[src/rtl/rcsa_defs.svh]
// Constants for the run-command source arbiter
`ifndef RCSA_DEFS_SVH
`define RCSA_DEFS_SVH
// Register byte offsets
`define RCSA_CFG_SRC_OFF    12'h000
`define RCSA_CFG_SER_OFF    12'h004
`define RCSA_CFG_MISC_OFF   12'h008
`define RCSA_STATUS_OFF     12'h00c
`define RCSA_KEY_OFF        12'h010
// Command source codes
`define RCSA_SRC_KEYPAD     3'h0
`define RCSA_SRC_TWO_TERM   3'h1
`define RCSA_SRC_RUN_DIR    3'h2
`define RCSA_SRC_SERIAL     3'h3
`define RCSA_SRC_FIELD_BUS  3'h4
`define RCSA_SRC_USER_SEQ   3'h5
`define RCSA_SRC_MAX        3'h5
// Serial settings
`define RCSA_STATION_MIN    8'h01
`define RCSA_STATION_MAX    8'hfa
`define RCSA_STATION_RST    8'h01
`define RCSA_PROTO_RST      2'h0
`define RCSA_PROTO_MAX      2'h2
`define RCSA_SPEED_RST      3'h3
`define RCSA_FRAME_RST      2'h0
// Mode key and direction block
`define RCSA_MODEKEY_LOCREM 2'h2
`define RCSA_MODEKEY_MAX    2'h2
`define RCSA_DIR_NONE       2'h0
`define RCSA_DIR_NO_FWD     2'h1
`define RCSA_DIR_NO_REV     2'h2
`define RCSA_TERM_PERMIT    6'h0d
// Set lamp flash counter width and the smallest width that still flashes
`define RCSA_FLASH_BITS     24
`define RCSA_FLASH_MIN_BITS 2
`endif

[src/rtl/rcsa_pkg.sv]
// Types for the run-command source arbiter
package rcsa_pkg;
  typedef logic [2:0] rcsa_src_t;
  typedef logic [1:0] rcsa_dir_t;
endpackage

[src/rtl/rcsa_rearm.sv]
// Rearm gate: run terminals honoured only after all went inactive
`include "rcsa_defs.svh"
module rcsa_rearm (
  input  wire logic mclk,
  input  wire logic rst_b,
  input  wire logic block_req,
  input  wire logic any_active,
  output logic      armed
);
  typedef struct packed {
    logic armed;
  } rcsa_rearm_st_t;
  rcsa_rearm_st_t st_reg;
  rcsa_rearm_st_t st_next;

  // Block on request; rearm once every terminal is seen inactive
  always_comb begin
    st_next = st_reg;
    if (block_req) begin
      st_next.armed = 1'b0;
    end else if (!any_active) begin
      st_next.armed = 1'b1;
    end
  end

  always_ff @(posedge mclk) begin
    if (!rst_b) begin
      st_reg <= '0;
    end else begin
      st_reg <= st_next;
    end
  end

  assign armed = st_reg.armed;
endmodule

[src/rtl/rcsa_top.sv]
// Run-command source arbiter with APB register access
// Behaviour
// - Source 3 takes run commands only from the serial port.
// - Station identifier accepted 1 to 250, default 1.
// - Protocol default 0, speed 0-7 default 3, frame 0-3 default 0.
// - Mode key function 2 toggles local/remote; setting it forces remote.
// - Key in remote: go local, flash set lamp, keypad run key rules.
// - Key in local: go remote, lamp off, follow configured source.
// - Local to remote leaves all configuration untouched.
// - Local jog acts only with a permit terminal assigned and active.
// - Power-on run off: terminals rearm only after all went inactive.
// - Fault reset during run: power up local; remote stops, rearm.
// - Remote to local while running stops the drive.
// - Local to remote on terminals keeps running; reverse input wins.
// - Local to remote on digital source stops until next command.
// - Remote runs from the selected input device commands.
// - Direction block 0 none, 1 forward, 2 reverse; refuse that way.
// - Reverse key with prevention set decelerates to stop, stays on.
// - Source codes 0 keypad,1 two-term,2 run-dir,3 serial,4 bus,5 user.
// - Two-terminal mode: both or neither active means stop.
// - Run-dir mode: forward input runs, reverse input picks direction.
//
// The register addresses and register access over APB were left to the implementer.
`include "rcsa_defs.svh"
module rcsa_top
  import rcsa_pkg::*;
#(
  parameter int unsigned FlashBits = `RCSA_FLASH_BITS
)
(
  input  wire logic        mclk,
  input  wire logic        rst_b,
  input  wire logic        psel,
  input  wire logic        penable,
  input  wire logic        pwrite,
  input  wire logic [11:0] paddr,
  input  wire logic [31:0] pwdata,
  output logic [31:0]      prdata,
  output logic             pready,
  output logic             pslverr,
  input  wire logic        mode_toggle_key,
  input  wire logic        key_run,
  input  wire logic        key_stop,
  input  wire logic        key_rev,
  input  wire logic        key_jog,
  input  wire logic        forward_run_input,
  input  wire logic        reverse_run_input,
  input  wire logic        jog_input,
  input  wire logic        preexcite_input,
  input  wire logic        permit_input,
  input  wire logic        fault_reset_boot,
  input  wire logic        serial_run,
  input  wire logic        serial_rev,
  input  wire logic        serial_stop,
  input  wire logic        bus_run,
  input  wire logic        bus_rev,
  input  wire logic        user_run,
  input  wire logic        user_rev,
  output logic             run_cmd,
  output logic             rev_cmd,
  output logic             jog_cmd,
  output logic             decel_stop,
  output logic             set_lamp_flash,
  output logic             local_mode
);
  // A one-bit counter would toggle the lamp every clock instead of visibly flashing it
  if (FlashBits < `RCSA_FLASH_MIN_BITS) begin : g_flash_check
    $error("FlashBits too small for a flashing lamp");
  end

  typedef struct packed {
    rcsa_src_t  src;
    logic [5:0] permit_func;
    logic [7:0] station;
    logic [1:0] proto;
    logic [2:0] speed;
    logic [1:0] frame;
    logic [1:0] mode_key_fn;
    rcsa_dir_t  dir_block;
    logic       pwr_on_run;
    logic       local_flag;
    logic       key_q;
    logic       dig_run;
    logic       dig_rev;
    logic       running;
    logic       boot_done;
    logic [FlashBits-1:0] flash_cnt;
    logic [31:0] prdata;
    logic       pready;
    logic       pslverr;
    logic       run_o;
    logic       rev_o;
    logic       jog_o;
    logic       decel_o;
    logic       lamp_o;
  } rcsa_st_t;

  rcsa_st_t st_reg;
  rcsa_st_t st_next;
  logic     term_armed;
  logic     rearm_req;
  logic     any_term;

  // Terminals that must all drop before terminal commands rearm
  assign any_term = forward_run_input | reverse_run_input | jog_input | preexcite_input;

  rcsa_rearm u_rearm (
    .mclk       (mclk),
    .rst_b      (rst_b),
    .block_req  (rearm_req),
    .any_active (any_term),
    .armed      (term_armed)
  );

  // Main next-state logic
  always_comb begin
    logic      acc;
    logic      wr;
    logic      key_edge;
    logic      to_local;
    logic      to_remote;
    logic      term_src;
    logic      want_run;
    logic      want_rev;
    logic      want_jog;
    logic [31:0] rd;
    st_next   = st_reg;
    acc       = psel & penable & ~st_reg.pready;
    wr        = acc & pwrite;
    rd        = 32'h0;
    rearm_req = 1'b0;
    key_edge  = mode_toggle_key & ~st_reg.key_q;
    to_local  = 1'b0;
    to_remote = 1'b0;
    term_src  = (st_reg.src == `RCSA_SRC_TWO_TERM) || (st_reg.src == `RCSA_SRC_RUN_DIR);
    want_run  = 1'b0;
    want_rev  = 1'b0;
    want_jog  = 1'b0;
    st_next.key_q = mode_toggle_key;

    // Boot: fault reset during run forces local; power-on run gate
    if (!st_reg.boot_done) begin
      st_next.boot_done = 1'b1;
      st_next.local_flag = fault_reset_boot;
      rearm_req = !st_reg.pwr_on_run | fault_reset_boot;
    end

    // Mode key toggles only when configured for local/remote
    if (key_edge && st_reg.mode_key_fn == `RCSA_MODEKEY_LOCREM) begin
      to_local  = !st_reg.local_flag;
      to_remote = st_reg.local_flag;
    end

    // APB access, one wait state; bad offset, bad value or status write sets pslverr
    st_next.pready  = acc;
    st_next.pslverr = 1'b0;
    if (acc) begin
      case (paddr)
        `RCSA_CFG_SRC_OFF: begin
          rd = {23'h0, st_reg.permit_func, st_reg.src};
          if (wr) begin
            if (pwdata[2:0] > `RCSA_SRC_MAX) begin
              st_next.pslverr = 1'b1;
            end else begin
              st_next.src = pwdata[2:0];
              st_next.permit_func = pwdata[8:3];
            end
          end
        end
        `RCSA_CFG_SER_OFF: begin
          rd = {17'h0, st_reg.frame, st_reg.speed, st_reg.proto, st_reg.station};
          if (wr) begin
            if (pwdata[7:0] < `RCSA_STATION_MIN || pwdata[7:0] > `RCSA_STATION_MAX ||
                pwdata[9:8] > `RCSA_PROTO_MAX) begin
              st_next.pslverr = 1'b1;
            end else begin
              st_next.station = pwdata[7:0];
              st_next.proto   = pwdata[9:8];
              st_next.speed   = pwdata[12:10];
              st_next.frame   = pwdata[14:13];
            end
          end
        end
        `RCSA_CFG_MISC_OFF: begin
          rd = {27'h0, st_reg.pwr_on_run, st_reg.dir_block, st_reg.mode_key_fn};
          if (wr) begin
            if (pwdata[1:0] > `RCSA_MODEKEY_MAX || pwdata[3:2] == 2'h3) begin
              st_next.pslverr = 1'b1;
            end else begin
              st_next.mode_key_fn = pwdata[1:0];
              st_next.dir_block   = pwdata[3:2];
              st_next.pwr_on_run  = pwdata[4];
              // Selecting local/remote forces remote at once
              if (pwdata[1:0] == `RCSA_MODEKEY_LOCREM && st_reg.local_flag) begin
                to_remote = 1'b1;
                to_local  = 1'b0;
              end
            end
          end
        end
        `RCSA_STATUS_OFF: begin
          rd = {26'h0, term_armed, st_reg.decel_o, st_reg.jog_o, st_reg.rev_o, st_reg.run_o,
                st_reg.local_flag};
          if (wr) begin
            st_next.pslverr = 1'b1;
          end
        end
        `RCSA_KEY_OFF: begin
          rd = 32'h0;
        end
        default: begin
          st_next.pslverr = 1'b1;
        end
      endcase
    end
    st_next.prdata = (acc && !pwrite) ? rd : 32'h0;

    // Mode change: to local or to a digital source stops, configuration never touched
    if (to_local) begin
      st_next.local_flag = 1'b1;
      st_next.dig_run = 1'b0;
    end
    if (to_remote) begin
      st_next.local_flag = 1'b0;
      if (!term_src || fault_reset_boot) begin
        st_next.dig_run = 1'b0;
      end
      if (fault_reset_boot) begin
        rearm_req = 1'b1;
      end
    end

    // Keypad latches a digital run request
    if ((st_next.local_flag || st_reg.src == `RCSA_SRC_KEYPAD) && !to_local && !to_remote) begin
      if (key_stop) begin
        st_next.dig_run = 1'b0;
      end else if (key_run) begin
        st_next.dig_run = 1'b1;
      end
      if (key_rev) begin
        st_next.dig_rev = ~st_reg.dig_rev;
      end
    end

    // Command selection by the single local flag
    if (st_reg.local_flag) begin
      want_run = st_reg.dig_run;
      want_rev = st_reg.dig_rev;
      want_jog = (key_jog || jog_input) && permit_input &&
                 st_reg.permit_func == `RCSA_TERM_PERMIT;
    end else begin
      case (st_reg.src)
        `RCSA_SRC_KEYPAD: begin
          want_run = st_reg.dig_run;
          want_rev = st_reg.dig_rev;
        end
        `RCSA_SRC_TWO_TERM: begin
          want_run = term_armed & (forward_run_input ^ reverse_run_input);
          want_rev = reverse_run_input;
          want_jog = term_armed & jog_input;
        end
        `RCSA_SRC_RUN_DIR: begin
          want_run = term_armed & forward_run_input;
          want_rev = reverse_run_input;
          want_jog = term_armed & jog_input;
        end
        `RCSA_SRC_SERIAL: begin
          want_run = serial_run & ~serial_stop;
          want_rev = serial_rev;
        end
        `RCSA_SRC_FIELD_BUS: begin
          want_run = bus_run;
          want_rev = bus_rev;
        end
        `RCSA_SRC_USER_SEQ: begin
          want_run = user_run;
          want_rev = user_rev;
        end
        default: begin
          want_run = 1'b0;
        end
      endcase
    end

    // Direction prevention: refused direction decelerates to stop
    st_next.decel_o = 1'b0;
    if ((want_run || want_jog) &&
        ((st_reg.dir_block == `RCSA_DIR_NO_FWD && !want_rev) ||
         (st_reg.dir_block == `RCSA_DIR_NO_REV && want_rev))) begin
      want_run = 1'b0;
      want_jog = 1'b0;
      st_next.decel_o = 1'b1;
    end
    if (key_rev && st_reg.dir_block != `RCSA_DIR_NONE && st_reg.local_flag) begin
      st_next.dig_run = 1'b0;
      st_next.decel_o = 1'b1;
    end
    if (to_local || to_remote) begin
      want_run = want_run & term_src & ~to_local;
    end

    st_next.run_o   = want_run;
    st_next.rev_o   = want_rev;
    st_next.jog_o   = want_jog;
    st_next.running = want_run | want_jog;

    // Set lamp flashes in local mode, dark in remote
    st_next.flash_cnt = st_next.local_flag ? st_reg.flash_cnt + 1'b1 : '0;
    st_next.lamp_o    = st_next.local_flag & st_reg.flash_cnt[FlashBits-1];
  end

  // Single state register; reset loads the documented defaults
  always_ff @(posedge mclk) begin
    if (!rst_b) begin
      st_reg         <= '0;
      st_reg.src     <= `RCSA_SRC_KEYPAD;
      st_reg.station <= `RCSA_STATION_RST;
      st_reg.proto   <= `RCSA_PROTO_RST;
      st_reg.speed   <= `RCSA_SPEED_RST;
      st_reg.frame   <= `RCSA_FRAME_RST;
    end else begin
      st_reg <= st_next;
    end
  end

  assign prdata         = st_reg.prdata;
  assign pready         = st_reg.pready;
  assign pslverr        = st_reg.pslverr;
  assign run_cmd        = st_reg.run_o;
  assign rev_cmd        = st_reg.rev_o;
  assign jog_cmd        = st_reg.jog_o;
  assign decel_stop     = st_reg.decel_o;
  assign set_lamp_flash = st_reg.lamp_o;
  assign local_mode     = st_reg.local_flag;
endmodule

[config.mk]
export PLATFORM = sky130hd
export DESIGN_NAME = rcsa_top
export DESIGN_NICKNAME = d
export VERILOG_FILES = /design/src/rtl/rcsa_pkg.sv /design/src/rtl/rcsa_rearm.sv /design/src/rtl/rcsa_top.sv
export VERILOG_INCLUDE_DIRS = /design/src /design/src/rtl
export SDC_FILE = /design/constraint.sdc
export NUM_CORES = 1
export LEC_CHECK = 0
export ABC_CLOCK_PERIOD_IN_PS = 3150
export BUFFER_PORTS_ARGS = -buffer_cell sky130_fd_sc_hd__clkbuf_2
export CORE_MARGIN = 2
export CORE_UTILIZATION = 55
export DETAILED_ROUTE_END_ITERATION = 10
export HOLD_SLACK_MARGIN = 0.06
export PLACE_DENSITY = 0.92
export SYNTH_ARGS = -nofsm -noshare
export SYNTH_HDL_FRONTEND = slang
export SYNTH_SLANG_ARGS = --single-unit
[constraint.sdc]
create_clock -name mclk -period 3.15 [get_ports mclk]
set_input_delay 0.1575 -clock mclk [delete_from_list [all_inputs] [get_ports mclk]]
set_output_delay 0.1575 -clock mclk [all_outputs]
set_load 0.1 [all_outputs]
=== After elaboration in Yosys (flattened, before gate mapping) ===
Cells that the tools add are included.

* Muxes and demuxes: 50
* Bitwise operators: 25
* $lt $le $gt $ge: 5
* Equal/unequal tests: 15
* $add $sub $neg: 1
* Reduce and logical (&&, ||, !) cells: 42

{| class="wikitable"
|+ Operator list
! cell !! number
|-
| $mux 64 || 1
|-
| $pmux 15 s4 || 1
|-
| $mux 1 || 41
|-
| $mux 32 || 1
|-
| $add 24x1->24 const B || 1
|-
| $eq 12x4->1 const B || 2
|-
| $mux 24 || 1
|-
| $mux 15 || 1
|-
| $eq 12x3->1 const B || 1
|-
| $eq 12x5->1 const B || 1
|-
| $logic_and 1x1->1 || 12
|-
| $logic_not 12->1 || 1
|-
| $reduce_and 4->1 || 3
|-
| $and 1x1->1 || 11
|-
| $logic_or 1x1->1 || 10
|-
| $pmux 1 s5 || 2
|-
| $not 1->1 || 9
|-
| $eq 2x2->1 const B || 4
|-
| $gt 8x8->1 const B || 1
|-
| $lt 8x1->1 const B || 1
|-
| $logic_not 1->1 || 7
|-
| $eq 3x2->1 const B || 2
|-
| $eq 3x3->1 const B || 2
|-
| $eq 6x4->1 const B || 1
|-
| 13 further kinds || 21
|}

* Flip-flop bits (word level): 98
* Input bits: 67
* Word-level logic and storage cells: 162

=== Longest topological paths before layout ===
* Depth after elaboration: 15
* Gate-level depth with buffers: 8
* Depth with buffers taken out: 7

=== Hierarchy ===
Synthesis repeated with hierarchy kept, for this count alone.

* Cells, all modules: 416
* Area, all modules: 3,938.8 µm²

{| class="wikitable"
|+ Modules (own cells, without submodules)
! module !! sequential area each (µm²) !! area an instance (µm²) !! cells an instance !! instances
|-
| rcsa_top || 1,601.5 || 3,892.5 || 413 || 1
|-
| rcsa_rearm || 20.0 || 46.3 || 3 || 1
|}

=== Least setup slack after synthesis ===
OpenSTA, ideal clock, no wires.

* Path kind: register -> register
* Start: reg st_reg, in the netlist pready
* End: reg st_reg[41] in the netlist's numbering
* Required time: 3.072 ns
* Clock period less this slack: 2.257 ns
* Cell stages (with the launch flop): 8
* Arrival time: 2.179 ns
* Path slack: 0.893 ns
* Library setup time: 0.078 ns
* Buffers on the path: 2
* Path through: dfxtp_1 > and3b_2 > nand3b_1 > nor4_1 > o31a_1 > buf_2 > buf_4 > nor3_1

* Longest elaborated chain between the ends: 9
* Elaborated cells on any way between the ends: 12
* Classes of those cells: mux: 8; bitwise: 3; reduce/logical: 1

{| class="wikitable"
|+ RTL lines
! item !! line !! RTL
|-
| start, declared || rcsa_top.sv:98 || <nowiki>rcsa_st_t st_reg;</nowiki>
|-
| start signal, assigned || rcsa_top.sv:322 || <nowiki>st_reg <= st_next;</nowiki>
|-
| $not 1->1 (*) || rcsa_top.sv:128 || <nowiki>acc = psel & penable & ~st_reg.pready;</nowiki>
|-
| $and 1x1->1 (*) || rcsa_top.sv:128 ||
|-
| $and 1x1->1 || rcsa_top.sv:129 || <nowiki>wr = acc & pwrite;</nowiki>
|-
| $mux 1 || rcsa_top.sv:186 || <nowiki>if (wr) begin</nowiki>
|-
| $mux 1 || rcsa_top.sv:158 || <nowiki>case (paddr)</nowiki>
|-
| $mux 1 || rcsa_top.sv:157 || <nowiki>if (acc) begin</nowiki>
|-
| $mux 1 || rcsa_top.sv:219 || <nowiki>if (to_local) begin</nowiki>
|-
| $mux 1 (*) || rcsa_top.sv:223 || <nowiki>if (to_remote) begin</nowiki>
|-
| $reduce_and 2->1 (no source line) (*) || -- ||
|}

Every way passes the cells marked *; elsewhere a longest branch is shown, timed or not.
A chain may end at the register's enable or synchronous reset.

=== Final worst setup path ===
* Start: reg st_reg, in the netlist pready
* End: reg st_reg, in the netlist run_cmd

* Longest elaborated chain between the ends: 9
* Elaborated cells on any way between the ends: 13
* Classes of those cells: mux: 7; bitwise: 5; reduce/logical: 1

{| class="wikitable"
|+ RTL lines
! item !! line !! RTL
|-
| $not 1->1 (*) || rcsa_top.sv:128 ||
|-
| $and 1x1->1 (*) || rcsa_top.sv:128 ||
|-
| $and 1x1->1 || rcsa_top.sv:129 ||
|-
| $mux 1 || rcsa_top.sv:186 ||
|-
| $mux 1 || rcsa_top.sv:158 ||
|-
| $mux 1 || rcsa_top.sv:157 ||
|-
| $not 1->1 || rcsa_top.sv:299 || <nowiki>want_run = want_run & term_src & ~to_local;</nowiki>
|-
| $and 1x1->1 || rcsa_top.sv:299 ||
|-
| $mux 1 (*) || rcsa_top.sv:298 || <nowiki>if (to_local || to_remote) begin</nowiki>
|}

Marked as above.

==> metrics.md <==
| Metric | Value |
|---|---|
| Outcome | complete, no violations |
| Seq/Total Area, Yosys | 0.411 |
| First drt pass iteration count | 4 |
| Final Hold Fails | 0 |
| FFs w/ async S/R, synth | 0 |
| Vias | 3119 |
| Row count | 30 |
| Die Area | 7880 sq um |
| Critical Path Source Type | register |
| CTS tree | yes |
| Number of CTS-inserted buffers | 9 |
| CTS hold repair buffers | 5 |
| CTS clk-pin slew, worst paths | 0.08 ns |
| Placement Setup Slack | 1.11 ns |
| CP max stage cell | nor4_1 |
| Mux cell area share after synthesis | 0.123 |
| I/O Buffers | 72 |
| H-tree levels | 3 |
| Antenna violation net count after detailed routing | 0 |
| Detail Placement HPWL | 6000 um |
| Worst IR drop on VDD | 0.223 mV |
| Skew-Pair Late Insertion Delay | 0.34 ns |
| Die height | 88.7 um |
| Synth cell types | 56 |
| Yosys reg bits | 81 |
| Unrepaired setup endpoints after global routing | false |
| DR WL/cell | 14.7 um |
| Longest Clk Path Bufs | 2 |
| Max-slew headroom | 0.379 |
| DRT iter0 DRCs | 176 |
| Vias per cell | 5.50 |
| Tmin final | 1.99 ns |
| Clk Tree Root Cell | clkbuf_8 |
| Final setup fails | 0 |
| Crit path max fanout | 5 |
| Routability cong. | 0.844 |
| Post CTS Setup Buffer Count | 0 |
| First-pass GRT wire length | 13200 um |
| CP Data Arrival Time | 2.23 ns |
| Warnings from Yosys | 0 |
| CP max stage delay | 0.76 ns |
| Top cells by area, synth | dfxtp_1, mux2i_1, buf_4, nor3_1, nor2_1 |
| Worst-Margin Slew | 0.930 ns |
| CTS resizes | 0 |
| WL final | 8350 um |
| Pwr Total | 2.09 mW |
| Adder-cell area share of the yosys netlist | 0.00634 |
| Syn avg cell area | 9.50 sq um |
| Setup TNS | 0 ns |
| Critical Path RT | 3.39 ns |
| Syn-to-layout area delta | 11.5% |
| Initial antenna violation count | 0 |
| Complex-gate fraction of the synthesized area | 0.0564 |
| Clk sinks | 81 |
| Crit. End Element | register |
| Syn Inst Count | 416 |
| Final cycle utilization of the critical path | 0.632 |
| Largest net degree at the start of global routing | 30 |
| Post-synth EDFFs | 0 |
| Die W | 88.7 um |
| Vias in the first global route | 2813 |
| Most common cell in the synthesized netlist | dfxtp_1 |
| Layout cell share with drive strength beyond 1 | 0.236 |
| Syn Std Cell Area | 3950 sq um |
| Max-Cap Viols | 0 |
| Hold Crit Class | input pin to register |
| Post-Synth XOR/XNOR Area | 0.0510 |
| Clk_skew | 0.00704 ns |
| # diodes | 0 |
| Final WS setup | 1.16 ns |
| Core Area | 6870 sq um |
| Post-synth top cells | dfxtp_1, nor2_1, buf_4, mux2i_1, nor3_1 |
| Hold slack | 0.0684 ns |
| Max Fclk | 503 MHz |
| Global route overflow | 0 |
| Top_reg_cell synth | dfxtp_1 |
| Initial core utilization | 0.575 |
| Ports | 107 |
| WS Path Type | register to register |
| Total track usage | 0.216 |
| Fin. max-slew vios | 0 |
| Worst path cell trace | and3b_2 -> nand3b_1 -> nor4_1 -> o21ai_0 -> and4b_1 |
| Pwr Density | 475 nW/um^2 |
| Post-synth top area cell | dfxtp_1 |
| Remaining DRCs | 0 |
| Post-Synth Simple-Gate Area | 0.244 |
| Synth top area share | 0.411 |
| Max FFs per register | 57 |
| Largest family of logic cells by synthesized area | simple AND/OR/NAND/NOR gates |
| Final nets | 535 |
| P_leak | 1.78 nW |
power breakdown:
group | total, mW | internal [mW] | leakage [nW] | switching (mW)
logic | 0.235 | 0.0539 | 1.02 | 0.181
clock network | 0.816 | 0.449 | 0.103 | 0.367
registers | 1.04 | 1.03 | 0.654 | 0.00939
total | 2.09 | 1.53 | 1.78 | 0.557
metal layers:
layer / track usage / wire [um]
met2: 0.341 / 3980
met5: 0 / 0
met4: 0.0689 / 146
met3: 0.0569 / 667
met1: 0.290 / 3560
cell families (layout without fill, tap and decap cells):
group	count (synthesis)	count (layout)
and+or+nand+nor	171	171
muxes	42	42
AOI/OAI and AO/OA	29	29
buffers and inverters	67	106
xor gates and xnor gates	23	23
other	1	17
DFF	81	81
adders and majority gates	2	2
through the flow:
step	util	instance area (sq um)	cells
3_5_place_dp	0.602	4130	546
6_report	0.641	4400	567
4_1_cts	0.641	4400	567
3_3_place_gp	0.602	4130	546
5_1_grt	0.641	4400	567
2_1_floorplan	-	4010	432
cells in the final DEF, fill, tap and decap left out, types with 3 or more instances in the layout:
| master | netlist | routed |
|---|---|---|
| o21ai_0 | 4 | 4 |
| nor3_1 | 31 | 31 |
| inv_1 | 9 | 9 |
| nand3_1 | 8 | 8 |
| nor2_1 | 41 | 41 |
| nor2b_1 | 6 | 6 |
| clkbuf_2 | 1 | 72 |
| dlygate4sd3_1 | 0 | 5 |
| a21oi_1 | 7 | 7 |
| mux4_2 | 5 | 5 |
| and3_1 | 3 | 3 |
| buf_4 | 37 | 4 |
| conb_1 | 1 | 17 |
| nor3b_1 | 5 | 5 |
| nor4_1 | 8 | 8 |
| nand2b_1 | 4 | 4 |
| xnor2_1 | 14 | 14 |
| and4_1 | 3 | 3 |
| and2b_2 | 5 | 5 |
| nand4_1 | 8 | 8 |
| and2_1 | 9 | 9 |
| mux2i_1 | 35 | 35 |
| nand3b_1 | 4 | 4 |
| nand2_1 | 20 | 20 |
| xor2_1 | 9 | 9 |
| dfxtp_1 | 81 | 81 |
| clkbuf_8 | 2 | 9 |
critical path: cells and delay by family (launching register included):
family,cells,cell delay (ns)
compound gates,1,0.17
flops,1,0.31
simple gates,4,1.41
worst paths after layout:
path | from | endpoint | slack (ns) | cells after the start
hold / removal | pwdata[12] | st_reg[78] | 0.07 | 3
setup / recovery | pready | run_cmd | 1.16 | 5
hold reg to reg | st_reg[80] | prdata[9] | 0.46 | 1
setup reg to reg | pready | run_cmd | 1.16 | 5
final cells by class:
| type | instances | area, sq um |
|---|---|---|
| timing repair buffer | 81 | 440 |
| clock buffer | 10 | 128 |
| inverter | 9 | 33.8 |
| clock inverter | 6 | 92.6 |
| sequential | 81 | 1620 |
| tap | 96 | 120 |
| multi-input combinational | 284 | 1970 |
| fill | 555 | 2460 |
Note: power is estimated with default switching activity, not from simulation.
